[config.mk]
export PLATFORM = sky130hd
export DESIGN_NAME = i2c_slave_wiper_port
export DESIGN_NICKNAME = d
export VERILOG_FILES = /design/src/i2c_wiper_pkg.sv /design/src/i2c_slave_wiper_port.sv
export VERILOG_INCLUDE_DIRS = /design/src
export SDC_FILE = /design/constraint.sdc
export NUM_CORES = 1
export LEC_CHECK = 0
export BUFFER_PORTS_ARGS = -buffer_cell sky130_fd_sc_hd__buf_2
export CORE_MARGIN = 4
export CORE_UTILIZATION = 64
export DETAILED_ROUTE_END_ITERATION = 6
export PLACE_DENSITY_LB_ADDON = 0.25
export SYNTH_ARGS = -nofsm -noshare
export SYNTH_HDL_FRONTEND = slang
export SYNTH_SLANG_ARGS = --single-unit
export TNS_END_PERCENT = 1
[constraint.sdc]
create_clock -name clock -period 4.8 [get_ports clock]
set_input_delay 0.96 -clock clock [delete_from_list [all_inputs] [get_ports clock]]
set_output_delay 0.96 -clock clock [all_outputs]
set_load 0.01 [all_outputs]
[src/i2c_wiper_params.svh]
// constants for the i2c wiper port: address, reset values, timing
`ifndef I2C_WIPER_PARAMS_SVH
`define I2C_WIPER_PARAMS_SVH

// fixed seven-bit slave address, no pin-selectable bits
`define I2CW_SLAVE_ADDR   7'h2f
// general call address, always refused
`define I2CW_GCALL_ADDR   7'h00
// wiper value loaded at power-up reset
`define I2CW_WIPER_RST    7'h3f
// idle level of both bus lines
`define I2CW_LINE_IDLE    2'h3
// number of clock edges in a byte before the acknowledge slot
`define I2CW_BYTE_BITS    4'h8
// position of the direction flag in the control byte
`define I2CW_RW_BIT       0
// position of the top bit of a byte, the first one on the wire
`define I2CW_MSB_BIT      7

// system clock period in ns
`define I2CW_CLK_NS       25
// least time a line must stay at a new level to be believed, ns
`define I2CW_GLITCH_NS    50
// least time rounds up to whole clock cycles, never below one
`define I2CW_GLITCH_CYC \
    (((`I2CW_GLITCH_NS + `I2CW_CLK_NS - 1) / `I2CW_CLK_NS) < 1 ? 1 : \
     ((`I2CW_GLITCH_NS + `I2CW_CLK_NS - 1) / `I2CW_CLK_NS))

`endif

[src/i2c_wiper_pkg.sv]
// types shared by the i2c wiper port: phase enum and state struct
package i2c_wiper_pkg;

    // serial interface phases
    typedef enum logic [2:0] {
        PH_IDLE   = 3'h0,   // released, waiting for a start
        PH_ADDR   = 3'h1,   // shifting in the control byte
        PH_ACK    = 3'h2,   // holding sda low for an acknowledge
        PH_WRDATA = 3'h3,   // shifting in a write data byte
        PH_RDDATA = 3'h4,   // shifting out wiper data
        PH_RDACK  = 3'h5,   // sampling the master's acknowledge
        PH_IGNORE = 3'h6    // fallen off the bus until next start
    } phase_t;

    // two-entry output buffer for accepted write bytes
    typedef struct packed {
        logic       headVal;   // head entry holds a word
        logic [6:0] head;      // head word, seen at the output
        logic       tailVal;   // tail entry holds a word
        logic [6:0] tail;      // tail word
    } buf_t;

    // all state of the port in one register
    typedef struct packed {
        logic [1:0]      syncA;    // first sync stage, {sda, scl}
        logic [1:0]      syncB;    // second sync stage
        logic [1:0][3:0] glitch;   // per-line disagreement counters
        logic [1:0]      filt;     // filtered line levels
        logic [1:0]      prevFilt; // filtered levels one cycle ago
        phase_t          phase;    // serial interface phase
        logic [3:0]      bitCnt;   // bits seen in the current byte
        logic [7:0]      shift;    // receive or transmit shifter
        logic            rw;       // direction flag of control byte
        logic            commitPend; // write byte waits for ack clock
        logic            sdaOe;    // pulling sda low
        logic            sclOe;    // pulling scl low, never set
        logic            lineVal;  // value driven when enabled
        logic [6:0]      wiper;    // volatile wiper register
        buf_t            fifo;     // accepted write bytes
    } state_t;

endpackage

[src/i2c_slave_wiper_port.sv]
// i2c slave front end giving read and write access to the wiper
`include "i2c_wiper_params.svh"

module i2c_slave_wiper_port #(
    parameter int FILT_CYC = `I2CW_GLITCH_CYC  // deglitch length, cycles
) (
    input  wire logic       clock,      // 40 MHz system clock
    input  wire logic       rst_b,      // synchronous reset, active low
    input  wire logic       sclIn,      // scl level seen on the pin
    input  wire logic       sdaIn,      // sda level seen on the pin
    output logic            sdaOut,     // sda value when driven
    output logic            sdaOe,      // high while pulling sda low
    output logic            sclOut,     // scl value when driven
    output logic            sclOe,      // scl enable, stays low
    output logic [6:0]      wiperOut,   // current wiper setting
    output logic            dataValid,  // written byte available
    output logic [6:0]      dataWord,   // oldest written byte
    input  wire logic       dataReady   // consumer takes dataWord
);

    // counter is four bits wide, so longer filters cannot be served
    if (FILT_CYC < 1 || FILT_CYC > 15) begin : g_bad_filt
        $error("FILT_CYC must lie between 1 and 15");
    end

    // last count before a new level is believed
    localparam logic [3:0] FILT_LAST = 4'(FILT_CYC - 1);

    // bus line indices inside the two-bit line vectors
    localparam int SCL = 0;
    localparam int SDA = 1;

    i2c_wiper_pkg::state_t st_ff;   // registered state
    i2c_wiper_pkg::state_t nxt_st;  // next state

    // decode of the control byte address, used in the PH_ADDR branch
    function automatic logic addrIsOurs(input logic [7:0] ctl);
        addrIsOurs = (ctl[7:1] == `I2CW_SLAVE_ADDR);
    endfunction

    // general call is matched on its own so it can never be acked
    function automatic logic addrIsGcall(input logic [7:0] ctl);
        addrIsGcall = (ctl[7:1] == `I2CW_GCALL_ADDR);
    endfunction

    // next-state logic: sync, filter, bus events, phases, buffer
    always_comb begin
        logic [1:0] lineIn;     // raw pin levels
        logic       sclRise;    // filtered scl rising
        logic       sclFall;    // filtered scl falling
        logic       sdaNow;     // filtered sda level
        logic       startDet;   // start or repeated start seen
        logic       stopDet;    // stop seen
        logic       pushReq;    // accepted byte enters the buffer
        logic       popReq;     // consumer takes the head word
        logic       roomFree;   // buffer can take one more word
        lineIn   = {sdaIn, sclIn};
        sclRise  = 1'b0;
        sclFall  = 1'b0;
        sdaNow   = 1'b0;
        startDet = 1'b0;
        stopDet  = 1'b0;
        pushReq  = 1'b0;
        popReq   = 1'b0;
        roomFree = 1'b0;
        nxt_st   = st_ff;

        // two flops then a stability filter on each line
        for (int i = 0; i < 2; i++) begin
            nxt_st.syncA[i] = lineIn[i];
            nxt_st.syncB[i] = st_ff.syncA[i];
            if (st_ff.syncB[i] == st_ff.filt[i]) begin
                // agreement: any spike so far is forgotten
                nxt_st.glitch[i] = 4'h0;
            end else if (st_ff.glitch[i] == FILT_LAST) begin
                // new level held long enough to be real
                nxt_st.filt[i]   = st_ff.syncB[i];
                nxt_st.glitch[i] = 4'h0;
            end else begin
                nxt_st.glitch[i] = st_ff.glitch[i] + 4'h1;
            end
        end
        nxt_st.prevFilt = st_ff.filt;

        // edges and conditions on the filtered lines
        sclRise = st_ff.filt[SCL] & ~st_ff.prevFilt[SCL];
        sclFall = ~st_ff.filt[SCL] & st_ff.prevFilt[SCL];
        sdaNow  = st_ff.filt[SDA];
        // both scl samples high so an scl edge is never taken as one
        startDet = st_ff.filt[SCL] & st_ff.prevFilt[SCL] &
                   st_ff.prevFilt[SDA] & ~st_ff.filt[SDA];
        stopDet  = st_ff.filt[SCL] & st_ff.prevFilt[SCL] &
                   ~st_ff.prevFilt[SDA] & st_ff.filt[SDA];

        // buffer drain side; a stalled consumer fills it up
        popReq   = st_ff.fifo.headVal & dataReady;
        // room judged before this cycle's pop, the safe side
        roomFree = ~st_ff.fifo.tailVal;

        // serial phase machine; sda only moves on scl falling edges
        case (st_ff.phase)
            i2c_wiper_pkg::PH_IDLE: begin
                // static: released, only a start wakes us
                nxt_st.sdaOe = 1'b0;
            end
            i2c_wiper_pkg::PH_ADDR,
            i2c_wiper_pkg::PH_WRDATA: begin
                if (sclRise && st_ff.bitCnt < `I2CW_BYTE_BITS) begin
                    // msb first: shift the new bit in at the bottom
                    nxt_st.shift  = {st_ff.shift[6:0], sdaNow};
                    nxt_st.bitCnt = st_ff.bitCnt + 4'h1;
                end else if (sclFall &&
                             st_ff.bitCnt == `I2CW_BYTE_BITS) begin
                    if (st_ff.phase == i2c_wiper_pkg::PH_ADDR) begin
                        if (addrIsOurs(st_ff.shift) &&
                            !addrIsGcall(st_ff.shift)) begin
                            // our address: pull sda for the ack clock
                            nxt_st.sdaOe = 1'b1;
                            nxt_st.rw    = st_ff.shift[`I2CW_RW_BIT];
                            nxt_st.phase = i2c_wiper_pkg::PH_ACK;
                        end else begin
                            // other or general call: stay released
                            nxt_st.sdaOe = 1'b0;
                            nxt_st.phase = i2c_wiper_pkg::PH_IGNORE;
                        end
                    end else if (roomFree) begin
                        // data byte accepted; lands on the ack clock
                        nxt_st.sdaOe      = 1'b1;
                        nxt_st.commitPend = 1'b1;
                        nxt_st.phase      = i2c_wiper_pkg::PH_ACK;
                    end else begin
                        // no clock stretching, so a full buffer can
                        // only refuse the byte with a not-acknowledge
                        nxt_st.sdaOe = 1'b0;
                        nxt_st.phase = i2c_wiper_pkg::PH_IGNORE;
                    end
                end
            end
            i2c_wiper_pkg::PH_ACK: begin
                if (sclRise && st_ff.commitPend) begin
                    // ack clock reached: the byte is now committed
                    nxt_st.wiper      = st_ff.shift[6:0];
                    nxt_st.commitPend = 1'b0;
                    pushReq           = 1'b1;
                end else if (sclFall) begin
                    nxt_st.bitCnt = 4'h0;
                    if (st_ff.rw) begin
                        // read: first data bit goes out right away
                        nxt_st.shift = {1'b0, st_ff.wiper};
                        nxt_st.sdaOe = 1'b1;
                        nxt_st.phase = i2c_wiper_pkg::PH_RDDATA;
                    end else begin
                        nxt_st.sdaOe = 1'b0;
                        nxt_st.phase = i2c_wiper_pkg::PH_WRDATA;
                    end
                end
            end
            i2c_wiper_pkg::PH_RDDATA: begin
                if (sclRise) begin
                    if (!st_ff.sdaOe && !sdaNow) begin
                        // we released a one yet the line is low:
                        // another driver owns the bus, drop out
                        nxt_st.sdaOe = 1'b0;
                        nxt_st.phase = i2c_wiper_pkg::PH_IGNORE;
                    end
                    nxt_st.bitCnt = st_ff.bitCnt + 4'h1;
                end else if (sclFall) begin
                    if (st_ff.bitCnt == `I2CW_BYTE_BITS) begin
                        // byte out: release for the master's answer
                        nxt_st.sdaOe = 1'b0;
                        nxt_st.phase = i2c_wiper_pkg::PH_RDACK;
                    end else begin
                        nxt_st.shift = {st_ff.shift[6:0], 1'b0};
                        nxt_st.sdaOe = ~st_ff.shift[`I2CW_MSB_BIT - 1];
                    end
                end
            end
            i2c_wiper_pkg::PH_RDACK: begin
                if (sclRise && sdaNow) begin
                    // master nack: last byte, let go of the bus
                    nxt_st.sdaOe = 1'b0;
                    nxt_st.phase = i2c_wiper_pkg::PH_IGNORE;
                end else if (sclFall) begin
                    // master ack: send the wiper once more
                    nxt_st.bitCnt = 4'h0;
                    nxt_st.shift  = {1'b0, st_ff.wiper};
                    nxt_st.sdaOe  = 1'b1;
                    nxt_st.phase  = i2c_wiper_pkg::PH_RDDATA;
                end
            end
            i2c_wiper_pkg::PH_IGNORE: begin
                // passive high until a start and a control byte
                nxt_st.sdaOe = 1'b0;
            end
            default: begin
                nxt_st.sdaOe = 1'b0;
                nxt_st.phase = i2c_wiper_pkg::PH_IDLE;
            end
        endcase

        // start anywhere restarts the control byte; a pending
        // write is dropped so an aborted byte never lands
        if (startDet) begin
            nxt_st.phase      = i2c_wiper_pkg::PH_ADDR;
            nxt_st.bitCnt     = 4'h0;
            nxt_st.sdaOe      = 1'b0;
            nxt_st.commitPend = 1'b0;
            nxt_st.rw         = 1'b0;
            pushReq           = 1'b0;
            nxt_st.wiper      = st_ff.wiper;
        end else if (stopDet) begin
            nxt_st.phase      = i2c_wiper_pkg::PH_IDLE;
            nxt_st.bitCnt     = 4'h0;
            nxt_st.sdaOe      = 1'b0;
            nxt_st.commitPend = 1'b0;
            pushReq           = 1'b0;
            nxt_st.wiper      = st_ff.wiper;
        end

        // scl is input only, and the open-drain value is always low
        nxt_st.sclOe   = 1'b0;
        nxt_st.lineVal = 1'b0;

        // two-entry buffer: pop moves tail forward, push fills a gap
        if (popReq) begin
            nxt_st.fifo.headVal = st_ff.fifo.tailVal;
            nxt_st.fifo.head    = st_ff.fifo.tail;
            nxt_st.fifo.tailVal = 1'b0;
        end
        if (pushReq) begin
            if (!nxt_st.fifo.headVal) begin
                nxt_st.fifo.headVal = 1'b1;
                nxt_st.fifo.head    = st_ff.shift[6:0];
            end else begin
                nxt_st.fifo.tailVal = 1'b1;
                nxt_st.fifo.tail    = st_ff.shift[6:0];
            end
        end
    end

    // state register; lines start at the idle high level
    always_ff @(posedge clock) begin
        if (!rst_b) begin
            st_ff          <= '0;
            st_ff.syncA    <= `I2CW_LINE_IDLE;
            st_ff.syncB    <= `I2CW_LINE_IDLE;
            st_ff.filt     <= `I2CW_LINE_IDLE;
            st_ff.prevFilt <= `I2CW_LINE_IDLE;
            st_ff.phase    <= i2c_wiper_pkg::PH_IDLE;
            st_ff.wiper    <= `I2CW_WIPER_RST;
        end else begin
            st_ff <= nxt_st;
        end
    end

    // outputs come straight from the state register
    assign sdaOut    = st_ff.lineVal;
    assign sdaOe     = st_ff.sdaOe;
    assign sclOut    = st_ff.lineVal;
    assign sclOe     = st_ff.sclOe;
    assign wiperOut  = st_ff.wiper;
    assign dataValid = st_ff.fifo.headVal;
    assign dataWord  = st_ff.fifo.head;

endmodule // i2c_slave_wiper_port

==> results.toml <==
[routing]
drc = 0
via_count = 2355
routed_wirelength_mm = 5.944
viasPerCell = 5.858
drtIter0Drc = 265
wire_per_inst_um = 14.79
ant_nets = 0
drtPass1Iterations = 4

[worst_setup_path]
end_kind = "register"
cp.arrival_ns = 2.93
cp_max_fo = 17
r2r_end = "dataWord[2]$_SDFF_PN0_"
r2r-start = "nxt_st[43]$_SDFFE_PN1P_"
reg2reg_slack_ns = 2.10
ff2ff_path_depth = 5
cp-start-kind = "register"
critPathKind = "register to register"
critical_path_required_ns = 5.03

[timing]
hold_viol_final = 0
timing.fmax_ghz = 0.3704
post-route-min-period_ns = 2.700
finalCritPeriodShare_pct = 56.25
worst_pin_slew_ns = 1.133
tns_ns = 0
setup_viol = 0
skew_ns = 0.005595
rsz0062_at_grt = "false"
hold_ws_ns = 0.4052
drv_slew = 0
slew_headroom_pct = 24.29

[layout]
post-route-util_pct = 70.49
num_antenna_cells = 0
multi_input_area_sq_mm = 0.001506
syn_to_final_growth_pct = 6.236
fin_nets = 359
final_common_cell = "dfxtp_1"
fillCellCount = 358
layout_common_cells = "dfxtp_1 (57), nand2_1 (42), nor2_1 (36), a21oi_1 (25)"
fin_cells = 402
regArea_sq_mm = 0.001141
drive_gt1_share_pct = 11.14

[logic_synthesis]
synth_top_family_by_area = "simple AND/OR/NAND/NOR gates"
netlist_area_sq_mm = 0.002909
synth_compound_area_share_pct = 18.75
synth_edf_count = 0
yosys_most_used_dff = "dfxtp_1"
synth_warnings = 0
synth_cell_types = 48
syn_avg_cell_area_sq_um = 8.383
yosysSeqAreaShare_pct = 39.23
yosys.area_share.adder_pct = 3.871
yosys.area_share.simple_pct = 20.82
synth_mux_area_share_pct = 5.849
synth_cells = 347
synth-seq-cells = 57
async_flop_share_pct = 0
synthXorXnorAreaFrac_pct = 2.108

[cts]
cts_resized = 0
clk_latency_ns = 0.33
cts_tree = "yes"
cts_buffer_depth = 2
post_cts_buffers = 0
cts_root_buffer = "clkbuf_8"
clkTransAtPathRegs_ns = 0.06
postCtsHoldBufs = 0
cts_sinks = 57
cts.htree.levels = 3
numCtsBuffers = 9

[power]
peakVddDrop_mv = 0.2456
power.switching_uw = 280.2
powerDensity_mw_per_mm2 = 366.7
pwr-share-comb_pct = 11.1
p_clk_share_pct = 44.6
internal_power_uw = 853.2
sequentialPowerShare_pct = 44.3
p_sw_share_pct = 24.72
p_leak_uw = 0.001320

[place]
dp.cells = 386
hpwl_mm = 4.007
numPortBuffers = 20
gp_congestion = 0.8589

[die]
start_util_pct = 66.35
die_w_um = 75.42
core_sq_mm = 0.004384
dieHeight_um = 75.42
rows = 24
dieArea_sq_mm = 0.005688
ioPinCount = 24

[min_path]
hold_start = "nxt_st[55]$_SDFF_PN1_"
hp-class = "register to register"
min_path_cells = 1
min_to = "st_ff[55]$_SDFF_PN1_"

[global_route]
grt_pass1_vias = 2117
grt_first_pass_wirelength_mm = 9.825
grt_max_degree = 26
antenna_found_initial = 0
grt_usage_pct = 23.01
overflow = 0

[flow_run]
maxCapViolations = 0

[run_status]
status = "complete, no violations"
cell type report:
type | count | share of cell area, %
Inverter | 13 | 1.579
Tap cell | 52 | 2.105
Timing Repair Buffer | 20 | 3.239
Clock buffer | 11 | 4.899
Sequential cell | 57 | 36.92
Multi-Input combinational cell | 244 | 48.74
Clock inverter | 5 | 2.510
sequential cells by signal, indices dropped and copies added (netlist names):
register / count
st_ff: 37
dataWord: 7
wiperOut: 7
nxt_st: 4
dataValid: 1
sdaOe: 1
worst max-delay path: stages (launching register included):
cell and delay (ns):
dfxtp_1 0.41, ha_1 0.47, nor2b_1 0.30, o2111ai_2 0.54, nand2b_1 0.54, a311oi_1 0.33
logic make-up (layout without fill, tap and decap cells):
group / after synthesis / in the layout
fa+ha+maj: 9 / 9
buf+inv: 48 / 49
compound gates: 80 / 80
flops: 57 / 57
other cells: 1 / 3
simple gates: 128 / 128
xor+xnor: 7 / 7
mux: 17 / 17
cells in the mapped netlist (3+ instances only):
library cell | instances | share of area, %
nand2b_1 | 10 | 2.2
buf_4 | 18 | 4.6
xnor2_1 | 3 | 0.90
buf_2 | 11 | 1.9
a21oi_1 | 25 | 4.3
nor2_1 | 36 | 4.6
dfxtp_1 | 57 | 39
nor2b_1 | 7 | 1.5
clkbuf_1 | 3 | 0.39
o21ai_1 | 7 | 1.2
mux2i_1 | 17 | 5.8
a311oi_1 | 16 | 4.8
nand2_1 | 42 | 5.4
a211oi_1 | 3 | 0.77
o21ai_0 | 9 | 1.5
xor2_1 | 4 | 1.2
ha_1 | 9 | 3.9
nand3_1 | 20 | 3.4
inv_1 | 13 | 1.7
nor3b_1 | 3 | 0.77
how the worst max path moves through the flow:
| stage | from | to | slack (ns) | depth (start not counted) |
|---|---|---|---|---|
| after global routing | nxt_st[43]$_SDFFE_PN1P_ | dataWord[1]$_SDFF_PN0_ | 1.89 | 5 |
| final | nxt_st[43]$_SDFFE_PN1P_ | dataWord[2]$_SDFF_PN0_ | 2.10 | 5 |
| after detailed placement | nxt_st[43]$_SDFFE_PN1P_ | dataWord[3]$_SDFF_PN0_ | 2.15 | 5 |
| after global placement | nxt_st[43]$_SDFFE_PN1P_ | dataWord[1]$_SDFF_PN0_ | 2.26 | 6 |
| after floorplan | dataReady | dataWord[0]$_SDFF_PN0_ | 2.65 | 6 |
| after CTS | nxt_st[43]$_SDFFE_PN1P_ | dataWord[2]$_SDFF_PN0_ | 2.14 | 5 |
through the flow:
| step | area, sq um | setup WS [ns] | total power (uW) |
|---|---|---|---|
| floorplan | 2917 | 2.653 | 612.8 |
| global placement | 2861 | 2.265 | 631.9 |
| detailed placement | 2861 | 2.149 | 633.8 |
| CTS | 3090 | 2.136 | 1139 |
| global route | 3090 | 1.885 | 1183 |
| finish | 3090 | 2.100 | 1133 |
power by group through the flow:
stage	Sequential (uW)	Clock, uW	Combinational (uW)
detailed placement	512	0	122
floorplan	501	0	112
finish	502	505	126
global placement	512	0	120
global route	504	539	140
CTS	502	512	125
metal layers:
layer  vias to the layer above  track usage [%]  part of all wire (%)
li1                       1196                -                     -
met1                      1071            31.48                    46
met2                        76            33.94                    46
met3                        12            5.805                   5.5
met4                         0            10.87                   2.0
met5                         -                0                     0
Power figures use the tool's default switching activity.
